==> src/design/hdlc_fifo_defines.vh <==
// register map, field positions, reset values and sizes of the fifo channel
`ifndef HDLC_FIFO_DEFINES_VH
`define HDLC_FIFO_DEFINES_VH

// register addresses (3-bit word index)
`define A_FIFO 3'h0
`define A_CMD 3'h1
`define A_IRQ 3'h2
`define A_STAT 3'h3
`define A_EXT 3'h4
`define A_MODE 3'h5
`define A_CNTL 3'h6
`define A_CNTH 3'h7

// chan_command_reg bit positions
`define CMD_RMC 7
`define CMD_RRES 6
`define CMD_XTF 3
`define CMD_XME 1
`define CMD_TX_RESET_CMD 0

// chan_irq_status bit positions
`define IRQ_RME 7
`define IRQ_RPF 6
`define IRQ_RFO 5
`define IRQ_XPR 4
`define IRQ_XDU 3
`define IRQ_XMR 2

// chan_status_reg bit positions
`define STAT_TX_DATA_OVERFLOW_FLAG 6
`define STAT_XFW 5

// ext_mode_reg fields
`define EXT_RX_BLOCK_SIZE_SEL_HI 7
`define EXT_RX_BLOCK_SIZE_SEL_LO 6
`define EXT_TX_BLOCK_SIZE_SEL 5
`define EXT_XCRC_OFF 4

// reset values
`define EXT_RST 8'h00
`define MODE_RST 8'h00

// operating mode codes
`define MDS_NA2 3'h3
`define MDS_TR0 3'h6
`define MDS_TR1 3'h7

// fifo depths and largest block sizes
`define D_DEPTH 8'h40
`define B_DEPTH 8'h80
`define D_MASK 7'h3F
`define B_MASK 7'h7F
`define RBS_D_MAX 7'h20
`define RBS_B_MAX 7'h40
`define XBS_D_MAX 7'h20
`define XBS_B_MAX 7'h40

`endif

==> src/design/hdlc_fifo_chan.v <==
// receive/transmit fifo control of one hdlc channel
//
// Design decisions made here: the placing of the registers and the address-and-strobe port.
`timescale 1ns/1ps
`include "hdlc_fifo_defines.vh"

module hdlc_fifo_chan #(
    parameter D_CHAN = 1
) (
    input wire mclk_i,
    input wire rst_n_i,
    input wire ce_i,
    input wire [2:0] addr_i,
    input wire [7:0] wdata_i,
    input wire wr_i,
    input wire rd_i,
    output reg [7:0] rdata_o,
    input wire rx_start_i,
    input wire [7:0] rx_byte_i,
    input wire rx_byte_valid_i,
    input wire rx_end_i,
    input wire rx_crc_ok_i,
    input wire rx_valid_i,
    input wire rx_abort_i,
    input wire rx_cr_i,
    input wire [1:0] rx_hi_match_i,
    input wire rx_lo_match_i,
    input wire tx_req_i,
    input wire tx_collision_i,
    input wire tx_closed_i,
    output reg tx_valid_o,
    output reg [7:0] tx_data_o,
    output reg tx_sof_o,
    output reg tx_eof_o,
    output reg tx_crc_en_o,
    output reg tx_abort_o
);

    // channel geometry
    localparam [7:0] DEPTH = D_CHAN ? `D_DEPTH : `B_DEPTH;
    localparam [6:0] PMASK = D_CHAN ? `D_MASK : `B_MASK;
    localparam [6:0] RBS_MAX = D_CHAN ? `RBS_D_MAX : `RBS_B_MAX;
    localparam [6:0] XBS_MAX = D_CHAN ? `XBS_D_MAX : `XBS_B_MAX;

    // reset synchroniser, second stage is the internal reset
    reg rst_s1_q;
    reg rst_s2_q;
    always @(posedge mclk_i or negedge rst_n_i)
    begin
        if (!rst_n_i)
        begin
            rst_s1_q <= 1'b0;
            rst_s2_q <= 1'b0;
        end
        else
        begin
            rst_s1_q <= 1'b1;
            rst_s2_q <= rst_s1_q;
        end
    end
    wire rst_n = rst_s2_q;

    // software registers
    reg [7:0] ext_q; // block sizes and crc option
    reg [7:0] mode_q; // operating mode
    reg [7:0] irq_q; // sticky interrupt indications

    // receive storage and state
    reg [7:0] rx_mem [0:127];
    reg [127:0] rx_eof_q; // marks status bytes
    reg [6:0] rx_wr_q; // write pointer
    reg [6:0] rx_base_q; // start of current block
    reg [6:0] rx_rp_q; // host read pointer
    reg [6:0] rx_scan_q; // block-length scan pointer
    reg [6:0] rx_slen_q; // bytes scanned in block
    reg [6:0] rx_blen_q; // length of announced block
    reg [6:0] rx_off_q; // bytes host has read
    reg [6:0] rx_bs_q; // active block size
    reg [7:0] rx_used_q; // occupied entries
    reg rx_pend_q; // block announced, awaiting ack
    reg rx_isend_q; // announced block ends a frame
    reg rx_lost_q; // current frame being dropped
    reg rx_rdo_q; // bytes of this frame dropped
    reg [11:0] rx_cnt_q; // frame byte count
    reg rx_ov_q; // count overflow
    reg [7:0] rx_last_q; // last byte handed to host

    // transmit storage and state
    reg [7:0] tx_mem [0:127];
    reg [127:0] tx_sof_q; // first byte of a frame
    reg [127:0] tx_eof_q; // last byte of a frame
    reg [6:0] tx_wr_q; // host write pointer
    reg [6:0] tx_rd_q; // send pointer
    reg [6:0] tx_cmt_q; // end of committed data
    reg [6:0] tx_fst_q; // first byte of frame on air
    reg [6:0] tx_wcnt_q; // bytes written since command
    reg [6:0] tx_sent_q; // bytes sent in current block
    reg [6:0] tx_bs_q; // active block size
    reg [7:0] tx_used_q; // occupied entries
    reg tx_nfr_q; // next byte opens a frame
    reg tx_act_q; // frame on air
    reg tx_fsent_q; // first block has left the fifo
    reg tx_lock_q; // locked by underrun or repeat
    reg tx_hold_q; // locked until closing flag
    reg tx_arm_q; // pool ready waits for space
    reg tx_abp_q; // abort owed to serialiser
    reg tx_tx_data_overflow_flag_q; // host overwrote data

    // bus decode
    wire wr_fifo = wr_i & (addr_i == `A_FIFO);
    wire wr_cmd = wr_i & (addr_i == `A_CMD);
    wire rd_fifo = rd_i & (addr_i == `A_FIFO);
    wire rd_irq = rd_i & (addr_i == `A_IRQ);
    wire cmd_rmc = wr_cmd & wdata_i[`CMD_RMC];
    wire cmd_rres = wr_cmd & wdata_i[`CMD_RRES];
    wire cmd_xtf = wr_cmd & wdata_i[`CMD_XTF] & ~tx_lock_q;
    wire cmd_xme = wr_cmd & wdata_i[`CMD_XME] & ~tx_lock_q;
    wire cmd_tx_reset_cmd = wr_cmd & wdata_i[`CMD_TX_RESET_CMD];

    // block sizes from the software field, largest size is code 0
    wire [6:0] rbs_new = RBS_MAX >> ext_q[`EXT_RX_BLOCK_SIZE_SEL_HI:`EXT_RX_BLOCK_SIZE_SEL_LO];
    wire [6:0] xbs_new = XBS_MAX >> ext_q[`EXT_TX_BLOCK_SIZE_SEL];

    // receive write side; one entry is always kept for the status byte
    wire rx_room = rx_used_q < (DEPTH - 8'h01);
    wire rx_data = rx_byte_valid_i & ~rx_start_i & ~rx_end_i & ~rx_lost_q;
    wire rx_put_byte = rx_data & rx_room;
    wire rx_cut = rx_data & ~rx_room;
    wire rx_put_stat = rx_end_i & ~rx_start_i & ~rx_lost_q;
    wire rx_put = rx_put_byte | rx_put_stat;
    wire rx_lose = rx_start_i & ~rx_room;

    // status byte content depends on the operating mode
    wire hi_mode = (mode_q[2:0] == `MDS_NA2) | (mode_q[2:0] == `MDS_TR1);
    wire lo_mode = mode_q[2:0] != `MDS_TR0;
    wire [7:0] rx_stat = {rx_valid_i, rx_rdo_q, rx_crc_ok_i, rx_abort_i,
        rx_hi_match_i & {2{hi_mode}}, rx_cr_i & hi_mode,
        rx_lo_match_i & lo_mode};

    // block scan: walks one entry a cycle to find full block or frame end
    wire rx_ann_full = ~rx_pend_q & (rx_slen_q == rx_bs_q);
    wire rx_scan_ok = ~rx_pend_q & ~rx_ann_full &
        ({1'b0, rx_slen_q} < rx_used_q);
    wire rx_ann_end = rx_scan_ok & rx_eof_q[rx_scan_q];
    wire rx_ann = rx_ann_full | rx_ann_end;
    wire [6:0] rx_alen = rx_ann_end ? rx_slen_q + 7'h01 : rx_slen_q;
    wire [12:0] rx_sum = {1'b0, rx_cnt_q} + {6'h00, rx_alen};
    wire rx_rel = cmd_rmc & rx_pend_q;
    wire [7:0] rx_used_d = rx_used_q + {7'h00, rx_put} -
        (rx_rel ? {1'b0, rx_blen_q} : 8'h00);
    wire [6:0] rx_nbase = (rx_base_q + rx_blen_q) & PMASK;

    // host fifo read: new byte only inside an announced block
    wire rx_rd_new = rd_fifo & rx_pend_q & (rx_off_q < rx_blen_q);
    wire [7:0] rx_rd_val = rx_rd_new ? rx_mem[rx_rp_q] : rx_last_q;

    // receive process
    always @(posedge mclk_i or negedge rst_n)
    begin
        if (!rst_n)
        begin
            rx_eof_q <= 128'h0;
            rx_wr_q <= 7'h00;
            rx_base_q <= 7'h00;
            rx_rp_q <= 7'h00;
            rx_scan_q <= 7'h00;
            rx_slen_q <= 7'h00;
            rx_blen_q <= 7'h00;
            rx_off_q <= 7'h00;
            rx_bs_q <= RBS_MAX;
            rx_used_q <= 8'h00;
            rx_pend_q <= 1'b0;
            rx_isend_q <= 1'b0;
            rx_lost_q <= 1'b0;
            rx_rdo_q <= 1'b0;
            rx_cnt_q <= 12'h000;
            rx_ov_q <= 1'b0;
            rx_last_q <= 8'h00;
        end
        else if (ce_i)
        begin
            // frame bookkeeping
            if (rx_start_i)
            begin
                rx_lost_q <= rx_lose;
                rx_rdo_q <= 1'b0;
            end
            else if (rx_end_i)
                rx_lost_q <= 1'b0;
            else if (rx_cut)
                rx_rdo_q <= 1'b1;
            // store data or status byte
            if (rx_put)
            begin
                rx_mem[rx_wr_q] <= rx_put_stat ? rx_stat : rx_byte_i;
                rx_eof_q[rx_wr_q] <= rx_put_stat;
                rx_wr_q <= (rx_wr_q + 7'h01) & PMASK;
            end
            rx_used_q <= rx_used_d;
            // scanning and announcing
            if (rx_ann)
            begin
                rx_pend_q <= 1'b1;
                rx_isend_q <= rx_ann_end;
                rx_blen_q <= rx_alen;
                rx_off_q <= 7'h00;
                rx_cnt_q <= rx_sum[11:0];
                if (rx_sum[12])
                    rx_ov_q <= 1'b1;
            end
            else if (rx_scan_ok)
            begin
                rx_slen_q <= rx_slen_q + 7'h01;
                rx_scan_q <= (rx_scan_q + 7'h01) & PMASK;
            end
            // host reads; past the block the last byte repeats
            if (rx_rd_new)
            begin
                rx_last_q <= rx_rd_val;
                rx_rp_q <= (rx_rp_q + 7'h01) & PMASK;
                rx_off_q <= rx_off_q + 7'h01;
            end
            // acknowledge drops the whole block, read or not
            if (cmd_rmc)
            begin
                rx_bs_q <= rbs_new;
                if (rx_pend_q)
                begin
                    rx_base_q <= rx_nbase;
                    rx_rp_q <= rx_nbase;
                    rx_scan_q <= rx_nbase;
                    rx_slen_q <= 7'h00;
                    rx_pend_q <= 1'b0;
                    if (rx_isend_q)
                    begin
                        rx_cnt_q <= 12'h000;
                        rx_ov_q <= 1'b0;
                    end
                end
            end
            // receiver reset empties the fifo, irqs stay
            if (cmd_rres)
            begin
                rx_bs_q <= rbs_new;
                rx_wr_q <= 7'h00;
                rx_base_q <= 7'h00;
                rx_rp_q <= 7'h00;
                rx_scan_q <= 7'h00;
                rx_slen_q <= 7'h00;
                rx_used_q <= 8'h00;
                rx_pend_q <= 1'b0;
                rx_lost_q <= 1'b1;
                rx_cnt_q <= 12'h000;
                rx_ov_q <= 1'b0;
            end
        end
    end

    // transmit decisions
    wire tx_full = tx_used_q == DEPTH;
    wire tx_wlock = tx_lock_q | tx_hold_q;
    wire tx_put = wr_fifo & ~tx_wlock & ~tx_full;
    wire tx_ovr = wr_fifo & ~tx_wlock & (tx_full | (tx_wcnt_q >= tx_bs_q));
    wire tx_have = tx_rd_q != tx_cmt_q;
    wire tx_coll = (D_CHAN != 0) & tx_collision_i & tx_act_q;
    wire tx_rep = tx_coll & tx_fsent_q;
    wire tx_retry = tx_coll & ~tx_fsent_q;
    wire tx_go = tx_req_i & ~tx_coll;
    wire tx_abt = tx_go & tx_abp_q;
    wire tx_send = tx_go & ~tx_abp_q & tx_have;
    wire tx_udr = tx_go & ~tx_abp_q & ~tx_have & tx_act_q;
    wire tx_is_eof = tx_eof_q[tx_rd_q];
    wire tx_blk_done = tx_send & ((tx_sent_q + 7'h01) == tx_bs_q);
    wire tx_release = tx_blk_done | (tx_send & tx_is_eof);
    wire [7:0] tx_rel_n = tx_release ? {1'b0, tx_sent_q} + 8'h01 : 8'h00;
    wire [7:0] tx_used_d = tx_used_q + {7'h00, tx_put} - tx_rel_n;
    wire tx_free_ok = (DEPTH - tx_used_q) >= {1'b0, tx_bs_q};
    wire tx_clr = cmd_tx_reset_cmd | tx_udr | tx_rep;
    wire tx_xpr = (tx_arm_q & ~tx_wlock & tx_free_ok) |
        (tx_hold_q & tx_closed_i) | cmd_tx_reset_cmd;
    wire tx_xfw = ~tx_wlock & ~tx_full & (tx_wcnt_q < tx_bs_q);
    wire [6:0] tx_prev = (tx_wr_q - 7'h01) & PMASK;

    // transmit process
    always @(posedge mclk_i or negedge rst_n)
    begin
        if (!rst_n)
        begin
            tx_sof_q <= 128'h0;
            tx_eof_q <= 128'h0;
            tx_wr_q <= 7'h00;
            tx_rd_q <= 7'h00;
            tx_cmt_q <= 7'h00;
            tx_fst_q <= 7'h00;
            tx_wcnt_q <= 7'h00;
            tx_sent_q <= 7'h00;
            tx_bs_q <= XBS_MAX;
            tx_used_q <= 8'h00;
            tx_nfr_q <= 1'b1;
            tx_act_q <= 1'b0;
            tx_fsent_q <= 1'b0;
            tx_lock_q <= 1'b0;
            tx_hold_q <= 1'b0;
            tx_arm_q <= 1'b0;
            tx_abp_q <= 1'b0;
            tx_tx_data_overflow_flag_q <= 1'b0;
            tx_valid_o <= 1'b0;
            tx_data_o <= 8'h00;
            tx_sof_o <= 1'b0;
            tx_eof_o <= 1'b0;
            tx_crc_en_o <= 1'b0;
            tx_abort_o <= 1'b0;
        end
        else if (ce_i)
        begin
            // host writes; first byte after a frame end opens a frame
            if (tx_put)
            begin
                tx_mem[tx_wr_q] <= wdata_i;
                tx_sof_q[tx_wr_q] <= tx_nfr_q;
                tx_eof_q[tx_wr_q] <= 1'b0;
                tx_nfr_q <= 1'b0;
                tx_wr_q <= (tx_wr_q + 7'h01) & PMASK;
                tx_wcnt_q <= tx_wcnt_q + 7'h01;
            end
            if (tx_ovr)
                tx_tx_data_overflow_flag_q <= 1'b1;
            tx_used_q <= tx_used_d;
            // pool ready retires the wait; a command in the same cycle wins
            if (tx_xpr)
            begin
                tx_arm_q <= 1'b0;
                tx_hold_q <= 1'b0;
            end
            // frame and end commands commit the written block
            if (cmd_xtf | cmd_xme)
            begin
                tx_cmt_q <= tx_wr_q;
                tx_wcnt_q <= 7'h00;
                tx_bs_q <= xbs_new;
                tx_hold_q <= cmd_xtf & cmd_xme;
                tx_arm_q <= ~(cmd_xtf & cmd_xme);
            end
            if (cmd_xme)
            begin
                tx_eof_q[tx_prev] <= 1'b1;
                tx_nfr_q <= 1'b1;
            end
            // serialiser answer, one cycle after its request
            tx_valid_o <= tx_send | tx_udr | tx_abt;
            tx_abort_o <= tx_udr | tx_abt;
            tx_sof_o <= tx_send & tx_sof_q[tx_rd_q];
            tx_eof_o <= tx_send & tx_is_eof;
            tx_crc_en_o <= ~ext_q[`EXT_XCRC_OFF];
            if (tx_send)
                tx_data_o <= tx_mem[tx_rd_q];
            if (tx_abt)
                tx_abp_q <= 1'b0;
            if (tx_send)
            begin
                tx_rd_q <= (tx_rd_q + 7'h01) & PMASK;
                if (tx_sof_q[tx_rd_q])
                begin
                    tx_act_q <= 1'b1;
                    tx_fst_q <= tx_rd_q;
                end
                // space is freed a whole block at a time, the rest of a frame at its last byte
                if (tx_release)
                    tx_sent_q <= 7'h00;
                else
                    tx_sent_q <= tx_sent_q + 7'h01;
                if (tx_blk_done)
                    tx_fsent_q <= 1'b1;
                if (tx_is_eof)
                begin
                    tx_act_q <= 1'b0;
                    tx_fsent_q <= 1'b0;
                end
            end
            // early collision: first block still held, resend it
            if (tx_retry)
            begin
                tx_rd_q <= tx_fst_q;
                tx_sent_q <= 7'h00;
            end
            // lock lifts once the irq status has been read
            if (rd_irq)
                tx_lock_q <= 1'b0;
            // underrun, repeat and reset empty the fifo
            if (tx_clr)
            begin
                tx_wr_q <= 7'h00;
                tx_rd_q <= 7'h00;
                tx_cmt_q <= 7'h00;
                tx_wcnt_q <= 7'h00;
                tx_sent_q <= 7'h00;
                tx_used_q <= 8'h00;
                tx_nfr_q <= 1'b1;
                tx_act_q <= 1'b0;
                tx_fsent_q <= 1'b0;
                tx_hold_q <= 1'b0;
                tx_arm_q <= 1'b0;
            end
            if (tx_udr | tx_rep)
                tx_lock_q <= 1'b1;
            if (tx_rep | cmd_tx_reset_cmd)
                tx_abp_q <= 1'b1;
            if (cmd_tx_reset_cmd)
            begin
                tx_bs_q <= xbs_new;
                tx_tx_data_overflow_flag_q <= 1'b0;
            end
        end
    end

    // irq set vector; a set in the read cycle survives the clear
    wire [7:0] irq_set;
    assign irq_set[`IRQ_RME] = rx_ann_end;
    assign irq_set[`IRQ_RPF] = rx_ann_full;
    assign irq_set[`IRQ_RFO] = rx_lose;
    assign irq_set[`IRQ_XPR] = tx_xpr;
    assign irq_set[`IRQ_XDU] = tx_udr;
    assign irq_set[`IRQ_XMR] = tx_rep;
    assign irq_set[1:0] = 2'b00;

    // read mux
    reg [7:0] rd_val;
    always @*
    begin
        case (addr_i)
            `A_FIFO: rd_val = rx_rd_val;
            `A_IRQ: rd_val = irq_q;
            `A_STAT: rd_val = {1'b0, tx_tx_data_overflow_flag_q, tx_xfw, 5'h00};
            `A_EXT: rd_val = ext_q;
            `A_MODE: rd_val = mode_q;
            `A_CNTL: rd_val = rx_cnt_q[7:0];
            `A_CNTH: rd_val = {rx_ov_q, 3'h0, rx_cnt_q[11:8]};
            default: rd_val = 8'h00;
        endcase
    end

    // register bank and read data
    always @(posedge mclk_i or negedge rst_n)
    begin
        if (!rst_n)
        begin
            ext_q <= `EXT_RST;
            mode_q <= `MODE_RST;
            irq_q <= 8'h00;
            rdata_o <= 8'h00;
        end
        else if (ce_i)
        begin
            if (wr_i & (addr_i == `A_EXT))
                ext_q <= wdata_i;
            if (wr_i & (addr_i == `A_MODE))
                mode_q <= wdata_i;
            // reading clears; tx_reset_cmd leaves pending bits alone
            irq_q <= (irq_q & ~(rd_irq ? irq_q : 8'h00)) | irq_set;
            rdata_o <= rd_i ? rd_val : 8'h00;
        end
    end

endmodule

==> config.mk <==
export PLATFORM = sky130hd
export DESIGN_NAME = hdlc_fifo_chan
export DESIGN_NICKNAME = d
export VERILOG_FILES = /design/src/design/hdlc_fifo_chan.v
export VERILOG_INCLUDE_DIRS = /design/src /design/src/design
export SDC_FILE = /design/constraint.sdc
export NUM_CORES = 2
export LEC_CHECK = 0
export BUFFER_PORTS_ARGS = -buffer_cell sky130_fd_sc_hd__buf_4
export CORE_MARGIN = 2
export CORE_UTILIZATION = 45
export CTS_CLUSTER_DIAMETER = 120
export DETAILED_ROUTE_END_ITERATION = 8
export GPL_TIMING_DRIVEN = 0
export PLACE_DENSITY = 0.65
export SYNTH_ARGS = -nofsm -noshare
export SYNTH_HDL_FRONTEND = slang
export SYNTH_SLANG_ARGS = --single-unit
==> constraint.sdc <==
create_clock -name mclk_i -period 31.4 [get_ports mclk_i]
set_clock_uncertainty 0.1 [all_clocks]
set_input_delay 0 -clock mclk_i [delete_from_list [all_inputs] [get_ports mclk_i]]
set_output_delay 0 -clock mclk_i [all_outputs]
set_load 0.02 [all_outputs]
==> flow_summary.toml <==
[status]
outcome = "finished, final reports clean"

[die]
fp.dieW_um = 368
die_h_um = 368
start_util = 0.454
core_area_mm2 = 0.132
io_pins = 58
rows = 133
dieArea_mm2 = 0.136

[sta]
worstMarginPinSlew_ns = 1.37
maxSlewViolCount = 0
rsz0062_at_grt = "false"
max-slew-margin-rel = 0.0780
timing.fmax_ghz = 0.174
period_needed_ns = 5.74
finalHoldViolCount = 0
fin_crit_sh = 0.183
tns_ns = 0
worst_hold_slack_ns = 0.0595
setup_violations = 0

[power]
combPwrFrac = 0.217
seqPwrFrac = 0.433
internal-power_mw = 3.51
p_switching_mw = 1.44
p_total_mw = 4.95
power_density_mw_per_mm2 = 72.6
ir_drop_uv = 65.8
power.leakage_nw = 23.8
pwr-share-clk = 0.350
p_sw_frac = 0.292

[synth]
synth_top_area_frac = 0.514
yosys.area.top_type = "edfxtp_1"
synth_seq_cells = 1404
synth_commonest_cells = "1,024 x edfxtp_1, 389 x mux4_2, 377 x dfrtp_1"
syn_inst = 3569
yosys_warnings = 0
synthFlopType = "edfxtp_1"
yosysSeqAreaShare = 0.674
synthesis.area_mm2 = 0.0598
synth_edf_count = 1024
yosys-top-cells-area = "edfxtp_1 51%, dfrtp_1 16%, mux4_2 15%"
yosysMostFrequentCell = "edfxtp_1"
post_synth_num_cell_types = 72
avgSynthCellArea_um2 = 16.7
postSynth.asyncResetShare = 0.271
syn_nets = 3683

[clock_tree]
htreeDepth = 4
clockBufferDepth = 3
clkSinkCount = 1404
root_buffer = "clkbuf_16"
cts_tree = "yes"
path_clk_slew_ns = 0.06
numCtsBuffers = 150
insertion_delay_ns = 0.80

[route]
drt.antenna.violating_nets = 0
wl_met2_mm = 74.5
vias = 34500
wl_met3_mm = 12.3
topRoutingLayerUsed = "met5"
drc_errors = 0
drt_iter0_markers = 3752
viasPerCell = 6.04
wl_mm = 156
drt-wirelength-per-cell_um = 27.3
dr.pass1.iters = 6
met1_length_mm = 64.5

[placed_design]
gp_congestion = 0.900
place_area_mm2 = 0.0628
hpwlAfterDp_mm = 106
portBuffers = 55
placed_cells = 5397

[cells_and_area]
fin_nets = 3959
fin_area_mm2 = 0.0682
drive_above_1_share = 0.218
areaGrowthSynthToFinish_pct = 14.1
fin_cells = 5713

[min_path]
hp-class = "input pin to flop"

[flow_run]
maxCapViolations = 0

[worst_setup_path]
critPathSlowestCell = "buf_1"
crit_chain = "buf_2 > buf_1 > mux2i_1 > nand3_1 > o211ai_1 > a21o_1 > o31ai_1 > or2_1 > buf_2 > nand2_1 > ha_1 > ha_1 > a21o_1 > a21oi_1 > o21ai_0 > o41ai_1 > xor2_1 > xnor2_1 > o21ai_0 > a22o_1"
cp.required_ns = 31.98
crit_arrival_ns = 6.32
crit_path_max_incr_delay_ns = 0.77
startpoint_type = "flop"
end_kind = "flop"
path_max_fanout = 10
path_class = "flop to flop"

[grt]
grt_util_all_layers = 0.231
grt.overflow.total = 0
grt_max_degree = 70
grt_pass1_vias = 34700
antenna_found_initial = 9
grt_first_pass_wirelength_mm = 231
==> metal layers <==
| metal | vias to the layer above | track usage |
|---|---|---|
| met2 | 1488 | 0.367 |
| met3 | 309 | 0.0487 |
| li1 | 14600 | - |
| met1 | 18100 | 0.324 |
| met4 | 10 | 0.0665 |
| met5 | - | 0 |
==> kinds of logic after synthesis <==
kind of cell,synth area share
buf+inv,0.0189
flops,0.674
mux,0.174
xor+xnor,0.00938
other cells,0.0000627
fa+ha+maj,0.0166
simple gates,0.0563
compound gates,0.0507
==> worst max-delay path, delay by kind of cell, from the launching register on <==
kind            cells  cell delay, ns
buf+inv             3            1.27
mux                 1            0.19
simple gates        3            0.43
compound gates      9            2.33
flops               1            0.31
fa+ha+maj           2            0.63
xor+xnor            2            0.36
==> power by group through the flow <==
stage	combinational [mW]	clock, mW	sequential (mW)
2_1_floorplan	0.698	0	2.17
3_3_place_gp	1.02	0	2.19
3_5_place_dp	1.06	0	2.18
4_1_cts	1.07	1.75	2.14
5_1_grt	1.15	1.83	2.15
6_report	1.07	1.73	2.15
==> cells in the final DEF (no fill, tap or decap), types with 34 or more instances in the layout <==
cell and instances:
edfxtp_1 1024, mux4_2 389, dfrtp_1 376, nand2_1 329, nor2_1 216, clkbuf_1 169
o21ai_0 168, clkbuf_16 150, mux2_2 122, ha_1 73, a22o_1 68, a21oi_1 61
nand3_1 59, buf_4 59, inv_1 57, dlygate4sd3_1 48, o31ai_1 37, xor2_1 34
==> state kept, by name (all words and copies together) (netlist names), 8 cells and up <==
signal / count
ext_q: 8
irq_q: 8
mode_q: 8
rdata_o: 8
rx_cnt_q: 12
rx_eof_q: 64
rx_last_q: 8
rx_mem: 512
rx_used_q: 8
tx_data_o: 8
tx_eof_q: 64
tx_mem: 512
tx_sof_q: 64
tx_used_q: 8
==> final timing paths <==
path | start | end | slack (ns) | depth (start not counted)
setup / recovery | tx_rd_q[2] | tx_used_q[7] | 25.66 | 20
hold / removal | rx_start_i | irq_q[5] | 0.06 | 3
setup reg to reg | tx_rd_q[2] | tx_used_q[7] | 25.66 | 20
hold reg to reg | rst_n | tx_data_o[5] | 0.15 | 0
max in group asynchronous | rst_n | tx_sof_q[17] | 29.22 | 4
min in group asynchronous | rst_n | tx_data_o[5] | 0.15 | 0
==> through the flow <==
stage           util  setup slack (ns)
3_5_place_dp   0.477             25.83
4_1_cts        0.518             25.78
2_1_floorplan      -             19.67
6_report       0.518             25.66
5_1_grt        0.518             25.41
3_3_place_gp   0.474             12.49
==> cell type report <==
| cell class | instances | area (um^2) |
|---|---|---|
| repair buffers | 124 | 1330 |
| well taps | 1755 | 2200 |
| clock inverters | 61 | 753 |
| clock buffers | 202 | 4070 |
| flip-flops and latches | 1404 | 40300 |
| multi-input cells | 1910 | 18500 |
| inverters | 59 | 221 |
| diodes | 2 | 5.00 |
| plain buffers | 196 | 908 |
| fillers | 10600 | 63400 |
==> what timing repair did <==
action                                 4_1_cts  5_1_grt
endpoints found under the hold margin     1020        0
hold buffers                                51        0
resized for setup                            0        0
buffers inserted                             0        0
(Power assumes the default switching activity.)
